`config.mk`:
```
export PLATFORM = sky130hd
export DESIGN_NAME = vsw_ctrl_regs
export DESIGN_NICKNAME = d
export VERILOG_FILES = /design/src/vsw_pkg.sv /design/src/vsw_ctrl_regs.sv
export SDC_FILE = /design/constraint.sdc
export NUM_CORES = 1
export LEC_CHECK = 0
export BUFFER_PORTS_ARGS = -buffer_cell sky130_fd_sc_hd__buf_2
export CORE_MARGIN = 2
export CORE_UTILIZATION = 37
export CTS_CLUSTER_DIAMETER = 100
export DETAILED_ROUTE_END_ITERATION = 8
export SYNTH_ARGS = -nofsm -noshare
export SYNTH_HDL_FRONTEND = slang
export SYNTH_SLANG_ARGS = --single-unit
```
`constraint.sdc`:
```
create_clock -name sys_clk_in -period 3.1 [get_ports sys_clk_in]
set_input_delay 0.62 -clock sys_clk_in [delete_from_list [all_inputs] [get_ports sys_clk_in]]
set_output_delay 0.62 -clock sys_clk_in [all_outputs]
set_load 0.03 [all_outputs]
```
`src/vsw_pkg.sv`:
```
// constants and types for the video switch control register bank
// assumes a single 10 MHz system clock and a two-wire host link on pins
package vsw_pkg;

    // device address: fixed upper six bits, then the select pin, then direction
    localparam logic [5:0] ADDR_FIXED = 6'h24;
    localparam logic DIR_WRITE = 1'b0;

    // number of control bytes in one write
    localparam int NUM_BYTES = 6;
    localparam logic [2:0] LAST_BYTE = 3'h5;
    localparam logic [3:0] BITS_PER_BYTE = 4'h8;

    // byte indices
    localparam int IDX_ROUTE1 = 0;
    localparam int IDX_ROUTE2 = 1;
    localparam int IDX_GAIN = 2;
    localparam int IDX_IRQ = 3;
    localparam int IDX_GPIO = 4;
    localparam int IDX_FS = 5;

    // power-on contents, don't-care bits held at zero
    localparam logic [7:0] RST_VAL [NUM_BYTES] = '{8'h20, 8'hD4, 8'h00, 8'h40, 8'h0A, 8'h00};
    // writable bits of each byte
    localparam logic [7:0] WR_MASK [NUM_BYTES] = '{8'h7F, 8'hFC, 8'hEF, 8'hFF, 8'hCF, 8'hF0};

    // bit order of the five driver outputs
    localparam int DRV_PRI_COMP = 0;
    localparam int DRV_AUX_COMP = 1;
    localparam int DRV_AUX_CHROMA = 2;
    localparam int DRV_PRI_RED = 3;
    localparam int DRV_PRI_GB = 4;
    localparam int NUM_DRV = 5;

    // selector codes
    localparam logic [1:0] AD_SRC_PRIMARY = 2'h0;
    localparam logic [1:0] AD_SRC_AUX = 2'h1;
    localparam logic [1:0] PC_SRC_ENC_COMP = 2'h1;
    localparam logic [1:0] PC_SRC_ENC_LUMA = 2'h2;
    localparam logic [1:0] PC_SRC_MUTE = 2'h3;
    localparam logic [2:0] AC_SRC_ENC_COMP = 3'h2;
    localparam logic [2:0] AC_SRC_ENC_LUMA = 3'h3;
    localparam logic [1:0] CH_SRC_ENC = 2'h1;
    localparam logic [1:0] CH_SRC_MUTE_LOW = 2'h2;
    localparam logic [1:0] CH_SRC_MUTE_HIGH = 2'h3;
    localparam logic [1:0] RGB_SRC_ENC = 2'h0;
    localparam logic [1:0] BLANK_FORCE_0V = 2'h2;
    localparam logic [1:0] BLANK_FORCE_4V = 2'h3;
    localparam logic [1:0] FS_CODE_INPUT = 2'h0;
    localparam logic [1:0] FS_CODE_LOW = 2'h1;
    localparam logic [1:0] FS_CODE_MID = 2'h2;

    typedef enum logic [1:0] {
        VSW_FS_LOW = 2'b00,
        VSW_FS_MID = 2'b01,
        VSW_FS_HIGH = 2'b10
    } vsw_fs_level_e;

    typedef enum logic [2:0] {
        VSW_IDLE = 3'b000,
        VSW_ADDR = 3'b001,
        VSW_ACK_ADDR = 3'b010,
        VSW_DATA = 3'b011,
        VSW_ACK_DATA = 3'b100,
        VSW_IGNORE = 3'b101
    } vsw_state_e;

    // raw control fields as written by the host
    typedef struct packed {
        logic [1:0] input_ad_source_sel;
        logic [1:0] primary_composite_out_sel;
        logic [2:0] aux_composite_out_sel;
        logic [1:0] aux_chroma_out_sel;
        logic [1:0] primary_red_chroma_out_sel;
        logic [1:0] primary_green_blue_out_sel;
        logic red_chroma_preselect;
        logic [1:0] blanking_out_force;
        logic driver_gain_sel;
        logic rgb_filter_en;
        logic clamp_bias_sel;
        logic input_ad_gain_sel;
        logic irq_disable;
        logic aux_chroma_output_ctrl;
        logic primary_blue_output_ctrl;
        logic standby;
        logic luma_chroma_mix_sel;
        logic driver_filter_en;
        logic general_output_bit;
        logic rgb_gain_sel;
        logic [5:0] audio_switch_output;
        logic [1:0] primary_fs_level_field;
        logic [1:0] aux_fs_level_field;
    } vsw_cfg_s;

    // effective switch settings derived from the fields
    typedef struct packed {
        logic [4:0] drv_gain8;
        logic [4:0] drv_filter;
        logic [4:0] drv_mute;
        logic aux_chroma_mute_high;
        logic input_ad_mute;
        logic blank_force_en;
        logic blank_force_high;
        logic primary_fs_input_mode;
        logic aux_fs_input_mode;
        vsw_fs_level_e primary_fs_output_pin;
        vsw_fs_level_e aux_fs_output_pin;
    } vsw_drv_s;

endpackage

```
`src/vsw_ctrl_regs.sv`:
```
// two-wire write slave and six-byte control bank of the video switch
// assumes scl/sda arrive asynchronously and toggle far slower than sys_clk_in
//
// Contract
// START, address, six data bytes, each acknowledged
// address 100100, select pin, direction bit
// input-AD source: primary, aux, or mute
// primary composite source select, mute on 11
// aux composite source select, 1XX mutes
// aux chroma source, two mute bias levels
// primary red/chroma: encoder, aux, 1X mute
// primary green/blue: encoder, aux, 1X mute
// preselect picks encoder chroma or red
// mix bit picks composite or luma/chroma mix
// blanking: through, force 0V, force 4V
// 8dB gain only on encoder-routed outputs
// encoder-routed outputs always use filter
// RGB filter bit routes RGB through filter
// clamp/bias select for aux red/chroma input
// input-AD gain and RGB gain bits
// interrupt disable clears pending interrupt
// chroma and blue output mode control bits
// standby bit enters standby
// general output and audio switch pins, defaults
// function-switch pin levels and input mode
// ignore don't-care bits and foreign addresses
`timescale 1ns/1ns
module vsw_ctrl_regs (
    // clock and reset
    input wire logic sys_clk_in,
    input wire logic srst_in,
    // two-wire link pins
    input wire logic scl_in,
    input wire logic sda_in,
    output logic sda_out,
    output logic sda_oe_out,
    // address select pin
    input wire logic addr_sel_in,
    // control fields and effective settings
    output vsw_pkg::vsw_cfg_s cfg_out,
    output vsw_pkg::vsw_drv_s drv_out,
    // pulse that clears a pending interrupt
    output logic irq_clear_out
);

    // pin synchronisers
    logic [1:0] scl_sync_reg;
    logic [1:0] sda_sync_reg;
    logic [1:0] adr_sync_reg;
    logic scl_prev_reg;
    logic sda_prev_reg;

    always_ff @(posedge sys_clk_in) begin
        if (srst_in) begin
            scl_sync_reg <= 2'h3;
            sda_sync_reg <= 2'h3;
            adr_sync_reg <= 2'h0;
            scl_prev_reg <= 1'b1;
            sda_prev_reg <= 1'b1;
        end else begin
            scl_sync_reg <= {scl_sync_reg[0], scl_in};
            sda_sync_reg <= {sda_sync_reg[0], sda_in};
            adr_sync_reg <= {adr_sync_reg[0], addr_sel_in};
            scl_prev_reg <= scl_sync_reg[1];
            sda_prev_reg <= sda_sync_reg[1];
        end
    end

    wire scl_s = scl_sync_reg[1];
    wire sda_s = sda_sync_reg[1];
    wire scl_rise = scl_s && !scl_prev_reg;
    wire scl_fall = !scl_s && scl_prev_reg;
    wire start_det = scl_s && scl_prev_reg && sda_prev_reg && !sda_s;
    wire stop_det = scl_s && scl_prev_reg && !sda_prev_reg && sda_s;

    // link state
    vsw_pkg::vsw_state_e state_reg;
    vsw_pkg::vsw_state_e state_next;
    logic [7:0] shift_reg;
    logic [3:0] bit_cnt_reg;
    logic [2:0] byte_idx_reg;
    logic byte_ok_reg;
    logic [7:0] data_reg [vsw_pkg::NUM_BYTES];

    wire [7:0] shift_in = {shift_reg[6:0], sda_s};
    wire byte_done = (bit_cnt_reg == vsw_pkg::BITS_PER_BYTE);
    wire addr_match = (shift_reg[7:2] == vsw_pkg::ADDR_FIXED) && (shift_reg[1] == adr_sync_reg[1])
        && (shift_reg[0] == vsw_pkg::DIR_WRITE);
    wire drive_ack = ((state_reg == vsw_pkg::VSW_ACK_ADDR) || (state_reg == vsw_pkg::VSW_ACK_DATA))
        && byte_ok_reg;
    wire data_store = (state_reg == vsw_pkg::VSW_DATA) && scl_fall && byte_done;

    always_comb begin
        state_next = state_reg;
        unique case (state_reg)
            vsw_pkg::VSW_IDLE: begin
                state_next = vsw_pkg::VSW_IDLE;
            end
            vsw_pkg::VSW_ADDR: begin
                if (scl_fall && byte_done) begin
                    state_next = addr_match ? vsw_pkg::VSW_ACK_ADDR : vsw_pkg::VSW_IGNORE;
                end
            end
            vsw_pkg::VSW_ACK_ADDR, vsw_pkg::VSW_ACK_DATA: begin
                if (scl_fall) begin
                    state_next = byte_ok_reg ? vsw_pkg::VSW_DATA : vsw_pkg::VSW_IGNORE;
                end
            end
            vsw_pkg::VSW_DATA: begin
                if (scl_fall && byte_done) begin
                    state_next = vsw_pkg::VSW_ACK_DATA;
                end
            end
            vsw_pkg::VSW_IGNORE: begin
                state_next = vsw_pkg::VSW_IGNORE;
            end
            default: begin
                state_next = vsw_pkg::VSW_IDLE;
            end
        endcase
        if (start_det) begin
            state_next = vsw_pkg::VSW_ADDR;
        end else if (stop_det) begin
            state_next = vsw_pkg::VSW_IDLE;
        end
    end

    // receive path and acknowledge driver
    always_ff @(posedge sys_clk_in) begin
        if (srst_in) begin
            state_reg <= vsw_pkg::VSW_IDLE;
            shift_reg <= 8'h00;
            bit_cnt_reg <= 4'h0;
            byte_idx_reg <= 3'h0;
            byte_ok_reg <= 1'b0;
        end else begin
            state_reg <= state_next;
            if (start_det || (scl_fall && (state_reg == vsw_pkg::VSW_ACK_ADDR
                || state_reg == vsw_pkg::VSW_ACK_DATA))) begin
                bit_cnt_reg <= 4'h0;
            end else if (scl_rise && !byte_done) begin
                shift_reg <= shift_in;
                bit_cnt_reg <= bit_cnt_reg + 4'h1;
            end
            if (start_det) begin
                byte_idx_reg <= 3'h0;
            end else if (state_reg == vsw_pkg::VSW_ADDR && scl_fall && byte_done) begin
                byte_ok_reg <= addr_match;
            end else if (data_store) begin
                byte_ok_reg <= (byte_idx_reg <= vsw_pkg::LAST_BYTE);
                byte_idx_reg <= byte_idx_reg + 3'h1;
            end
        end
    end

    // ack is a low drive held across the ninth clock
    assign sda_out = 1'b0;
    assign sda_oe_out = drive_ack;

    // control bytes, each stored as its eighth bit completes
    genvar gi;
    generate
        for (gi = 0; gi < vsw_pkg::NUM_BYTES; gi++) begin : g_byte
            wire wr_this = data_store && (byte_idx_reg == 3'(gi));
            always_ff @(posedge sys_clk_in) begin
                if (srst_in) begin
                    data_reg[gi] <= vsw_pkg::RST_VAL[gi];
                end else if (wr_this) begin
                    data_reg[gi] <= shift_reg & vsw_pkg::WR_MASK[gi];
                end
            end
        end
    endgenerate

    // field extraction
    wire [7:0] b1 = data_reg[vsw_pkg::IDX_ROUTE1];
    wire [7:0] b2 = data_reg[vsw_pkg::IDX_ROUTE2];
    wire [7:0] b3 = data_reg[vsw_pkg::IDX_GAIN];
    wire [7:0] b4 = data_reg[vsw_pkg::IDX_IRQ];
    wire [7:0] b5 = data_reg[vsw_pkg::IDX_GPIO];
    wire [7:0] b6 = data_reg[vsw_pkg::IDX_FS];

    assign cfg_out.input_ad_source_sel = b1[6:5];
    assign cfg_out.primary_composite_out_sel = b1[4:3];
    assign cfg_out.aux_composite_out_sel = b1[2:0];
    assign cfg_out.aux_chroma_out_sel = b2[7:6];
    assign cfg_out.primary_red_chroma_out_sel = b2[5:4];
    assign cfg_out.primary_green_blue_out_sel = b2[3:2];
    assign cfg_out.red_chroma_preselect = b3[7];
    assign cfg_out.blanking_out_force = b3[6:5];
    assign cfg_out.driver_gain_sel = b3[3];
    assign cfg_out.rgb_filter_en = b3[2];
    assign cfg_out.clamp_bias_sel = b3[1];
    assign cfg_out.input_ad_gain_sel = b3[0];
    assign cfg_out.irq_disable = b4[7];
    assign cfg_out.aux_chroma_output_ctrl = b4[6];
    assign cfg_out.primary_blue_output_ctrl = b4[5];
    assign cfg_out.standby = b4[4];
    assign cfg_out.luma_chroma_mix_sel = b4[3];
    assign cfg_out.driver_filter_en = b4[2];
    assign cfg_out.general_output_bit = b5[7];
    assign cfg_out.rgb_gain_sel = b5[6];
    assign cfg_out.audio_switch_output = {b4[0], b4[1], b5[0], b5[1], b5[2], b5[3]};
    assign cfg_out.primary_fs_level_field = b6[7:6];
    assign cfg_out.aux_fs_level_field = b6[5:4];

    // which outputs carry an encoder input
    wire [vsw_pkg::NUM_DRV-1:0] enc_on;
    wire [vsw_pkg::NUM_DRV-1:0] mute_on;
    assign enc_on[vsw_pkg::DRV_PRI_COMP] = (b1[4:3] == vsw_pkg::PC_SRC_ENC_COMP)
        || (b1[4:3] == vsw_pkg::PC_SRC_ENC_LUMA);
    assign enc_on[vsw_pkg::DRV_AUX_COMP] = (b1[2:0] == vsw_pkg::AC_SRC_ENC_COMP)
        || (b1[2:0] == vsw_pkg::AC_SRC_ENC_LUMA);
    assign enc_on[vsw_pkg::DRV_AUX_CHROMA] = (b2[7:6] == vsw_pkg::CH_SRC_ENC);
    assign enc_on[vsw_pkg::DRV_PRI_RED] = (b2[5:4] == vsw_pkg::RGB_SRC_ENC);
    assign enc_on[vsw_pkg::DRV_PRI_GB] = (b2[3:2] == vsw_pkg::RGB_SRC_ENC);
    assign mute_on[vsw_pkg::DRV_PRI_COMP] = (b1[4:3] == vsw_pkg::PC_SRC_MUTE);
    assign mute_on[vsw_pkg::DRV_AUX_COMP] = b1[2];
    assign mute_on[vsw_pkg::DRV_AUX_CHROMA] = b2[7];
    assign mute_on[vsw_pkg::DRV_PRI_RED] = b2[5];
    assign mute_on[vsw_pkg::DRV_PRI_GB] = b2[3];

    wire [1:0] fs_p = b6[7:6];
    wire [1:0] fs_a = b6[5:4];
    vsw_pkg::vsw_fs_level_e fs_p_lvl;
    vsw_pkg::vsw_fs_level_e fs_a_lvl;
    assign fs_p_lvl = (fs_p == vsw_pkg::FS_CODE_MID) ? vsw_pkg::VSW_FS_MID
        : (fs_p[1] ? vsw_pkg::VSW_FS_HIGH : vsw_pkg::VSW_FS_LOW);
    assign fs_a_lvl = (fs_a == vsw_pkg::FS_CODE_MID) ? vsw_pkg::VSW_FS_MID
        : (fs_a[1] ? vsw_pkg::VSW_FS_HIGH : vsw_pkg::VSW_FS_LOW);

    vsw_pkg::vsw_drv_s drv_next;
    assign drv_next.drv_gain8 = enc_on & {vsw_pkg::NUM_DRV{b3[3]}};
    assign drv_next.drv_filter = enc_on | {vsw_pkg::NUM_DRV{b4[2]}};
    assign drv_next.drv_mute = mute_on;
    assign drv_next.aux_chroma_mute_high = (b2[7:6] == vsw_pkg::CH_SRC_MUTE_HIGH);
    assign drv_next.input_ad_mute = b1[6];
    assign drv_next.blank_force_en = b3[6];
    assign drv_next.blank_force_high = (b3[6:5] == vsw_pkg::BLANK_FORCE_4V);
    assign drv_next.primary_fs_input_mode = (fs_p == vsw_pkg::FS_CODE_INPUT);
    assign drv_next.aux_fs_input_mode = (fs_a == vsw_pkg::FS_CODE_INPUT);
    assign drv_next.primary_fs_output_pin = fs_p_lvl;
    assign drv_next.aux_fs_output_pin = fs_a_lvl;

    logic irq_dis_prev_reg;
    always_ff @(posedge sys_clk_in) begin
        if (srst_in) begin
            drv_out <= '0;
            irq_dis_prev_reg <= 1'b0;
            irq_clear_out <= 1'b0;
        end else begin
            drv_out <= drv_next;
            irq_dis_prev_reg <= b4[7];
            irq_clear_out <= b4[7] && !irq_dis_prev_reg;
        end
    end

    // checks
    a_ack_needs_match: assert property (@(posedge sys_clk_in) disable iff (srst_in)
        (state_reg == vsw_pkg::VSW_ADDR && scl_fall && byte_done && !addr_match)
        |=> !sda_oe_out [*2]) else $error("ack driven for foreign address");
    a_ack_held_slot: assert property (@(posedge sys_clk_in) disable iff (srst_in)
        $rose(sda_oe_out) |-> (state_reg == vsw_pkg::VSW_ACK_ADDR || state_reg == vsw_pkg::VSW_ACK_DATA)
        && !scl_s) else $error("ack raised outside an ack slot");
    a_dontcare_zero: assert property (@(posedge sys_clk_in) disable iff (srst_in)
        (b1 & ~vsw_pkg::WR_MASK[0]) == 8'h00 && (b5 & ~vsw_pkg::WR_MASK[4]) == 8'h00)
        else $error("don't-care bit stored");
    a_ignore_frozen: assert property (@(posedge sys_clk_in) disable iff (srst_in)
        (state_reg == vsw_pkg::VSW_IGNORE) |=> $stable(b2) && $stable(b6))
        else $error("register changed in ignored transfer");
    a_gain_encoder: assert property (@(posedge sys_clk_in) disable iff (srst_in)
        drv_out.drv_gain8[vsw_pkg::DRV_PRI_COMP] |-> $past(b3[3])
        && ($past(b1[4:3]) == vsw_pkg::PC_SRC_ENC_COMP || $past(b1[4:3]) == vsw_pkg::PC_SRC_ENC_LUMA))
        else $error("8dB on non-encoder output");
    a_filter_forced: assert property (@(posedge sys_clk_in) disable iff (srst_in)
        enc_on[vsw_pkg::DRV_PRI_COMP] ##1 enc_on[vsw_pkg::DRV_PRI_COMP]
        |-> drv_out.drv_filter[vsw_pkg::DRV_PRI_COMP]) else $error("encoder output unfiltered");
    a_aux_mute_code: assert property (@(posedge sys_clk_in) disable iff (srst_in)
        b1[2] |=> drv_out.drv_mute[vsw_pkg::DRV_AUX_COMP]) else $error("aux composite not muted");
    a_irq_clear_pulse: assert property (@(posedge sys_clk_in) disable iff (srst_in)
        $rose(b4[7]) |=> irq_clear_out ##1 !irq_clear_out) else $error("interrupt clear pulse wrong");
    a_blank_force_4v: assert property (@(posedge sys_clk_in) disable iff (srst_in)
        (b3[6:5] == vsw_pkg::BLANK_FORCE_4V) |=> drv_out.blank_force_en && drv_out.blank_force_high)
        else $error("blanking not forced high");
    a_fs_input_mode: assert property (@(posedge sys_clk_in) disable iff (srst_in)
        (fs_p == vsw_pkg::FS_CODE_INPUT) |=> drv_out.primary_fs_input_mode
        && drv_out.primary_fs_output_pin == vsw_pkg::VSW_FS_LOW) else $error("fs input mode wrong");
    a_reset_values: assert property (@(posedge sys_clk_in)
        $past(srst_in) |-> b4 == vsw_pkg::RST_VAL[3] && b5 == vsw_pkg::RST_VAL[4])
        else $error("reset contents wrong");

endmodule

```
==> impl_metrics.env, run 1 <==
export IMPL_cp_required_ns=3.13
export IMPL_first_pass_iters=4
export IMPL_tightest_slew_ns=0.516
export IMPL_fin_setup_tns_ns=0
export IMPL_r2r_start="state_reg[0]"
export IMPL_place_congestion=0.790
export IMPL_p_per_area_mw_per_mm2=535
export IMPL_startpoint_type="register"
export IMPL_filler_cell_count=929
export IMPL_yosys_warnings=0
export IMPL_synth_edf_count=38
export IMPL_p_leak_nw=1.71
export IMPL_synth_cells=324
export IMPL_fin_area_mm2=0.00429
export IMPL_drc_errors=0
export IMPL_peakVddDrop_mv=0.176
export IMPL_yosysSeqAreaShare=0.605
export IMPL_drtAntennaViolNets=0
export IMPL_routedWlPerCell_um=13.8
export IMPL_grt_pass1_wl_um=11900
export IMPL_cts_setup_buffers=0
export IMPL_cap_violations=0
export IMPL_place_inst=511
export IMPL_setup_violations=0
export IMPL_multi_input_comb_area_mm2=0.00130
export IMPL_cts_root_buf="clkbuf_8"
export IMPL_ys_async_sr_fraction=0
export IMPL_drive_above_1_share=0.259
export IMPL_drtIter0Drc=96
export IMPL_vias=2439
export IMPL_synth_seq_cells=92
export IMPL_finClkSkew_ns=0.0112
export IMPL_synth_top_cell_by_area="edfxtp_1"
export IMPL_maxSlewHeadroom=0.656
export IMPL_fin_cells=527
export IMPL_hold_start="irq_dis_prev_reg"
export IMPL_start_util=0.378
export IMPL_antenna_found_initial=0
export IMPL_fp_row_count=36
export IMPL_grt_max_degree=26
export IMPL_crit_fanout=12
export IMPL_io_pins=71
export IMPL_drt_wl_total_um=7290
export IMPL_clock_latency_ns=0.36
export IMPL_crit_path_start="state_reg[0]"
export IMPL_dp_slack_ns=0.969
export IMPL_placed_cell_area_mm2=0.00411
export IMPL_finalCritPeriodShare=0.680
export IMPL_synth_top_area_share=0.311
export IMPL_arrival_ns=2.14
export IMPL_num_antenna_cells=0
export IMPL_largest_register_ffs=38
export IMPL_min_period_ns=2.11
export IMPL_postCtsHoldBufs=0
export IMPL_hold_violations=0
export IMPL_cts_repair_resized=0
export IMPL_fin_ws_ns=0.993
export IMPL_regArea_mm2=0.00222
export IMPL_syn_nets=337
export IMPL_placeableCoreArea_mm2=0.00973
export IMPL_ys_types=51
export IMPL_grtUsageTotal=0.142
export IMPL_cts_max_path_buffers=2
export IMPL_die_y_um=104
export IMPL_syn_to_final_growth_pct=16.9
export IMPL_slew_violations=0
export IMPL_cts_buffers=9
export IMPL_dp_hpwl_um=5230
export IMPL_crit_path_end_kind="register"
export IMPL_die_area_mm2=0.0107
export IMPL_ys_flop_type="dfxtp_1"
export IMPL_max_freq_mhz=475
export IMPL_nNetsFinal=402
export IMPL_grt_overflow=0
export IMPL_grt_pass1_vias=2267
export IMPL_path_clk_slew_ns=0.08
export IMPL_avgViaCountPerCell=4.63
export IMPL_cts_htree_levels=3
export IMPL_outcome="complete, no violations"
export IMPL_cts_tree="yes"
export IMPL_grt_setup_unrepaired="no"
export IMPL_synthTopCellsByArea="edfxtp_1 (31%), dfxtp_1 (29%), and2_1 (5.3%)"
export IMPL_syn_area_per_cell_um2=11.3
export IMPL_numPortBuffers=69
export IMPL_netlist_area_mm2=0.00367
export IMPL_min_path_type="reg2reg"
export IMPL_die_x_um=104
export IMPL_clock_sinks=92
export IMPL_worstSetupPathType="reg2reg"
==> logic make-up after synthesis <==
logic type / after synthesis / share of synthesized area
simple gates: 146 / 0.236
flops: 92 / 0.605
compound gates: 37 / 0.0671
buf+inv: 31 / 0.0419
fa+ha+maj: 8 / 0.0272
xor+xnor: 8 / 0.0191
other cells: 1 / 0.00102
mux: 1 / 0.00272
==> per-stage QoR <==
| step | utilization | hold slack [ns] | power (mW) |
|---|---|---|---|
| 4_1_cts | 0.441 | 0.384 | 2.33 |
| 3_5_place_dp | 0.422 | 0.372 | 1.56 |
| 6_report | 0.441 | 0.383 | 2.30 |
| 2_1_floorplan | - | 0.367 | 1.50 |
| 3_3_place_gp | 0.422 | 0.372 | 1.56 |
| 5_1_grt | 0.441 | 0.411 | 2.40 |
==> power by group <==
group          switching [mW]  internal (mW)
sequential             0.0252           1.30
combinational           0.144         0.0538
clock                   0.394          0.374
==> layout make-up <==
class,count,area share
Timing Repair Buffer,73,0.0874
Clock buffer,12,0.0315
Clock inverter,4,0.0119
Tap cell,133,0.0388
Sequential cell,92,0.517
Inverter,12,0.0105
Multi-Input combinational cell,201,0.302
==> synth_stat cells (all sizes together), types with 4 or more instances <==
cell / count
dfxtp: 54
edfxtp: 38
and2: 31
nor2: 28
nand2: 16
a21oi: 15
nand3: 13
buf: 12
inv: 12
nor2b: 12
or2: 11
ha: 8
nand2b: 8
clkbuf: 7
nor3: 6
a21o: 5
nor3b: 5
xnor2: 5
and4: 4
==> metal layers <==
metal | vias up | share of wire | global-route usage
li1 | 1233 | - | -
met1 | 1137 | 0.48 | 0.182
met2 | 62 | 0.46 | 0.223
met3 | 7 | 0.044 | 0.0510
met4 | 0 | 0.016 | 0.0521
met5 | - | 0 | 0
==> critical path, stage by stage (launching register included) <==
cell      delay [ns]
dfxtp_1         0.59
nand2b_4        0.14
nor4_4          0.50
and2_1          0.25
a21o_1          0.31
==> worst paths after layout <==
| path | endpoint | depth (start not counted) | slack, ns |
|---|---|---|---|
| worst max register to register | data_reg[0][0] | 4 | 0.99 |
| worst max-delay path | data_reg[0][0] | 4 | 0.99 |
| worst min register to register | irq_clear_out | 1 | 0.38 |
| worst min-delay path | irq_clear_out | 1 | 0.38 |
==> cell usage in the layout, fill, tap and decap left out, types with 12 or more instances in the layout <==
master / count
a21oi_1: 15
and2_1: 31
buf_2: 69
dfxtp_1: 54
edfxtp_1: 38
inv_1: 12
nand2_1: 16
nand3_1: 13
nor2_1: 28
nor2b_1: 12
Power figures use the tool's default switching activity.
==> run 2, diff against run 1 <==
Clock period 3.1 ns to 2 ns, I/O delays scaled along.
==> impl_metrics.env, run 2 (synthesis gave the netlist of run 1 again) <==
export IMPL_min_period_ns=1.88
export IMPL_fin_setup_tns_ns=0
export IMPL_finClkSkew_ns=0.0161
export IMPL_drive_above_1_share=0.275
export IMPL_hold_start="sda_in"
export IMPL_cts_htree_levels=3
export IMPL_cts_buffers=9
export IMPL_place_congestion=0.760
export IMPL_first_pass_iters=4
export IMPL_p_per_area_mw_per_mm2=822
export IMPL_numPortBuffers=69
export IMPL_hold_violations=0
export IMPL_cts_tree="yes"
export IMPL_drtAntennaViolNets=0
export IMPL_path_clk_slew_ns=0.10
export IMPL_clock_sinks=92
export IMPL_peakVddDrop_mv=0.426
export IMPL_routedWlPerCell_um=13.8
export IMPL_syn_to_final_growth_pct=18.8
export IMPL_final_common_cell="buf_2"
export IMPL_antenna_found_initial=0
export IMPL_vias=2497
export IMPL_setup_violations=0
export IMPL_start_util=0.378
export IMPL_die_area_mm2=0.0107
export IMPL_startpoint_type="register"
export IMPL_die_x_um=104
export IMPL_grt_overflow=0
export IMPL_dp_hpwl_um=5360
export IMPL_num_antenna_cells=0
export IMPL_fp_row_count=36
export IMPL_grt_pass1_vias=2340
export IMPL_drtIter0Drc=155
export IMPL_max_freq_mhz=533
export IMPL_clock_latency_ns=0.37
export IMPL_drt_wl_total_um=7390
export IMPL_worstSetupPathType="reg2out"
export IMPL_die_y_um=104
export IMPL_crit_path_start="state_reg[1]"
export IMPL_outcome="complete, no violations"
export IMPL_grt_pass1_wl_um=12100
export IMPL_largest_register_ffs=38
export IMPL_placeableCoreArea_mm2=0.00973
export IMPL_r2r_start="bit_cnt_reg[0]"
export IMPL_io_pins=71
export IMPL_arrival_ns=1.48
export IMPL_fin_cells=536
export IMPL_postCtsHoldBufs=0
export IMPL_crit_path_end_kind="output pin"
export IMPL_slew_violations=0
export IMPL_p_leak_nw=1.76
export IMPL_place_inst=519
export IMPL_grt_setup_unrepaired="no"
export IMPL_finalCritPeriodShare=0.938
export IMPL_min_path_type="in2reg"
export IMPL_drc_errors=0
export IMPL_cts_root_buf="clkbuf_8"
export IMPL_avgViaCountPerCell=4.66
export IMPL_crit_fanout=16
export IMPL_nNetsFinal=411
export IMPL_cts_max_path_buffers=2
export IMPL_cp_required_ns=1.60
export IMPL_final_cell_mix="buf_2 (69), dfxtp_1 (54), edfxtp_1 (38)"
export IMPL_grt_max_degree=36
export IMPL_grtUsageTotal=0.144
export IMPL_cap_violations=0
==> run 2: cell types whose count changed in the layout (fill, tap and decap cells not counted), sizes merged <==
cell / before / now
buf: 73 / 82
clkbuf: 12 / 9
clkinv: 2 / 4
inv: 12 / 13
==> run 2: layout make-up <==
class / instances / area (um^2)
Tap cell: 133 / 166
Clock inverter: 7 / 66.3
Fill cell: 917 / 5360
Timing Repair Buffer: 82 / 443
Clock buffer: 9 / 124
Inverter: 12 / 45.0
Sequential cell: 92 / 2220
Multi-Input combinational cell: 201 / 1300
==> run 2: through the flow <==
step	hold WS, ns	setup WS (ns)	power (mW)	instance area [um^2]	utilization
CTS	0.198	0.0918	3.63	4360	0.448
global placement	0.374	0.200	2.42	4170	0.428
detailed placement	0.380	0.137	2.42	4170	0.428
floorplan	0.367	0.125	2.33	3670	-
global route	0.211	0.0110	3.74	4370	0.449
finish	0.215	0.123	3.59	4370	0.449
==> run 2: worst max-delay path, cell delays in order, from the launching register on <==
cell and delay (ns):
dfxtp_1 0.34, buf_4 0.22, xnor2_1 0.13, nor2_1 0.18, buf_2 0.23
==> run 2: layer usage <==
layer	up-vias	global-route usage	share of wire
met5	-	0	0
met4	0	0.0714	0.024
met3	14	0.0346	0.057
met2	80	0.220	0.45
met1	1156	0.191	0.47
li1	1247	-	-
==> run 2: repair_timing <==
item,in CTS,in global routing
endpoints found under the hold margin,0,0
setup buffers,0,1
setup endpoints to repair,0,3
gates resized for setup,0,0
==> run 2: power breakdown <==
part / switching (mW) / internal [mW]
clock network: 0.643 / 0.571
registers: 0.0367 / 2.02
logic: 0.229 / 0.0866
==> run 2: path summary, 6_finish.rpt <==
kind,endpoint,slack [ns],cells past startpoint
hold / removal,sda_sync_reg[0],0.22,2
setup reg to reg,data_reg[2][2],0.16,6
setup / recovery,sda_oe_out,0.12,4
hold reg to reg,irq_clear_out,0.39,1
==> run 3, diff against run 2 <==
Settings changed: CELL_PAD_IN_SITES_DETAIL_PLACEMENT set to 1, CELL_PAD_IN_SITES_GLOBAL_PLACEMENT set to 2, CORE_UTILIZATION 37 to 35, PLACE_DENSITY_LB_ADDON set to 0.1.
==> impl_metrics.env, run 3 (synthesis gave the netlist of run 1 again) <==
export IMPL_outcome="complete, no violations"
export IMPL_peakVddDrop_mv=0.282
export IMPL_final_common_cell="buf_2"
export IMPL_die_area_mm2=0.0113
export IMPL_finClkSkew_ns=0.0148
export IMPL_max_freq_mhz=537
export IMPL_die_x_um=106
export IMPL_finalCritPeriodShare=0.932
export IMPL_dp_hpwl_um=6190
export IMPL_cts_htree_levels=3
export IMPL_grt_setup_unrepaired="yes"
export IMPL_fp_row_count=37
export IMPL_startpoint_type="register"
export IMPL_first_pass_iters=4
export IMPL_wl_met2_um=3870
export IMPL_final_cell_mix="buf_2 (69), dfxtp_1 (53), edfxtp_1 (38)"
export IMPL_io_pins=71
export IMPL_clock_latency_ns=0.37
export IMPL_nNetsFinal=413
export IMPL_min_to="scl_sync_reg[0]"
export IMPL_swShare=0.271
export IMPL_drtIter0Drc=110
export IMPL_clock_sinks=92
export IMPL_intPower_mw=2.58
export IMPL_cts_buffers=9
export IMPL_power_switching_mw=0.957
export IMPL_power_mw=3.54
export IMPL_path_clk_slew_ns=0.10
export IMPL_drc_errors=0
export IMPL_start_util=0.358
export IMPL_vias=2571
export IMPL_cts_tree="yes"
export IMPL_cp_slowest_cell="dfxtp_1"
export IMPL_r2r_start="bit_cnt_reg[0]"
export IMPL_hold_start="scl_in"
export IMPL_avgViaCountPerCell=4.75
export IMPL_routedWlPerCell_um=16.0
export IMPL_top_layer="met4"
export IMPL_filler_cell_count=1155
export IMPL_cpLargestDelayFamily="simple AND/OR/NAND/NOR gates"
export IMPL_seqPwrFrac=0.583
export IMPL_place_congestion=0.781
export IMPL_hold_violations=0
export IMPL_grt_max_degree=29
export IMPL_setup_violations=0
export IMPL_crit_chain="inv_2 -> ha_1 -> nand3b_1 -> nor4_4 -> buf_6 -> nand4_4 -> or2_1"
export IMPL_grt_pass1_wl_um=13900
export IMPL_crit_path_start="bit_cnt_reg[0]"
export IMPL_max_stage_delay_ns=0.34
export IMPL_combPwrFrac=0.090
export IMPL_grtUsageTotal=0.159
export IMPL_cap_violations=0
export IMPL_antenna_found_initial=0
export IMPL_rr_endpoint="data_reg[1][4]"
export IMPL_ff2ff_setup_slack_ns=0.14
export IMPL_wl_met1_um=4300
export IMPL_worstSetupPathType="reg2reg"
export IMPL_arrival_ns=1.99
export IMPL_min_path_type="in2reg"
export IMPL_min_path_cells=2
export IMPL_drt_wl_total_um=8680
export IMPL_crit_path_end_kind="register"
export IMPL_largest_register_ffs=38
export IMPL_syn_to_final_growth_pct=19.4
export IMPL_crit_fanout=6
export IMPL_placeableCoreArea_mm2=0.0103
export IMPL_drtAntennaViolNets=0
export IMPL_dp_slack_ns=0.0902
export IMPL_met3_length_um=413
export IMPL_crit_buf_inv=2
export IMPL_drive_above_1_share=0.299
export IMPL_whs_ns=0.225
export IMPL_slew_violations=0
export IMPL_reg2reg_depth=7
export IMPL_cts_max_path_buffers=2
export IMPL_grt_pass1_vias=2547
export IMPL_cp_required_ns=2.13
export IMPL_numPortBuffers=69
export IMPL_num_antenna_cells=0
export IMPL_p_per_area_mw_per_mm2=806
export IMPL_die_y_um=106
export IMPL_grt_overflow=0
export IMPL_p_leak_nw=1.76
export IMPL_min_period_ns=1.86
export IMPL_cts_root_buf="clkbuf_8"
export IMPL_clockPowerShare=0.327
export IMPL_fin_ws_ns=0.136
## run 3: changes by cell type in the layout (fill, tap and decap cells not counted), sizes merged
| cell | before | now |
|---|---|---|
| clkinv | 4 | 1 |
| inv | 13 | 16 |
| buf | 82 | 84 |
| bufinv | 1 | 0 |
| clkbuf | 9 | 10 |
## run 3: routing by layer
layer	track usage	vias to the layer above
met5	0	-
met4	0.0557	0
met3	0.0313	7
met2	0.242	66
met1	0.227	1241
li1	-	1257
## run 3: repair_timing
action,in CTS,in global routing
setup endpoints to repair,0,34
buffers inserted,0,1
hold buffers,0,0
endpoints found under the hold margin,0,0
resized for setup,0,8
## run 3: final cells by class
class	instances	area, um^2	share of cell area
Clock inverter	6	47.5	0.0108
Inverter	12	45.0	0.0103
Tap cell	136	170	0.0388
Sequential cell	92	2220	0.507
Clock buffer	10	128	0.0291
Multi-Input combinational cell	201	1310	0.299
Timing Repair Buffer	84	462	0.105
## run 3: through the flow
stage / instances / instance area, um^2 / utilization / setup TNS [ns]
6_report: 541 / 4390 / 0.427 / 0
5_1_grt: 541 / 4390 / 0.427 / -0.00357
4_1_cts: 540 / 4360 / 0.424 / 0
3_5_place_dp: 524 / 4190 / 0.407 / 0
3_3_place_gp: 524 / 4190 / 0.407 / 0
2_1_floorplan: 324 / 3670 / - / 0
## run 3: power by group through the flow
stage | registers, mW | clock network (mW) | logic [mW]
6_report | 2.06 | 1.16 | 0.318
5_1_grt | 2.07 | 1.28 | 0.341
4_1_cts | 2.06 | 1.20 | 0.321
3_5_place_dp | 2.11 | 0 | 0.320
3_3_place_gp | 2.11 | 0 | 0.318
2_1_floorplan | 2.22 | 0 | 0.112
## run 3: worst max path at each step
stage | end | slack (ns) | cells past startpoint
3_5_place_dp | data_reg[2][5] | 0.09 | 6
2_1_floorplan | data_reg[2][0] | 0.13 | 6
6_report | data_reg[1][4] | 0.14 | 7
3_3_place_gp | data_reg[2][0] | 0.12 | 6
5_1_grt | data_reg[1][7] | -0.004 | 7
4_1_cts | data_reg[2][3] | 0.08 | 6
## run 3: worst register-to-register path: stages, from the launching register on
cell and delay (ns):
dfxtp_1 0.34, inv_2 0.07, ha_1 0.16, nand3b_1 0.20, nor4_4 0.33, buf_6 0.16
nand4_4 0.13, or2_1 0.24
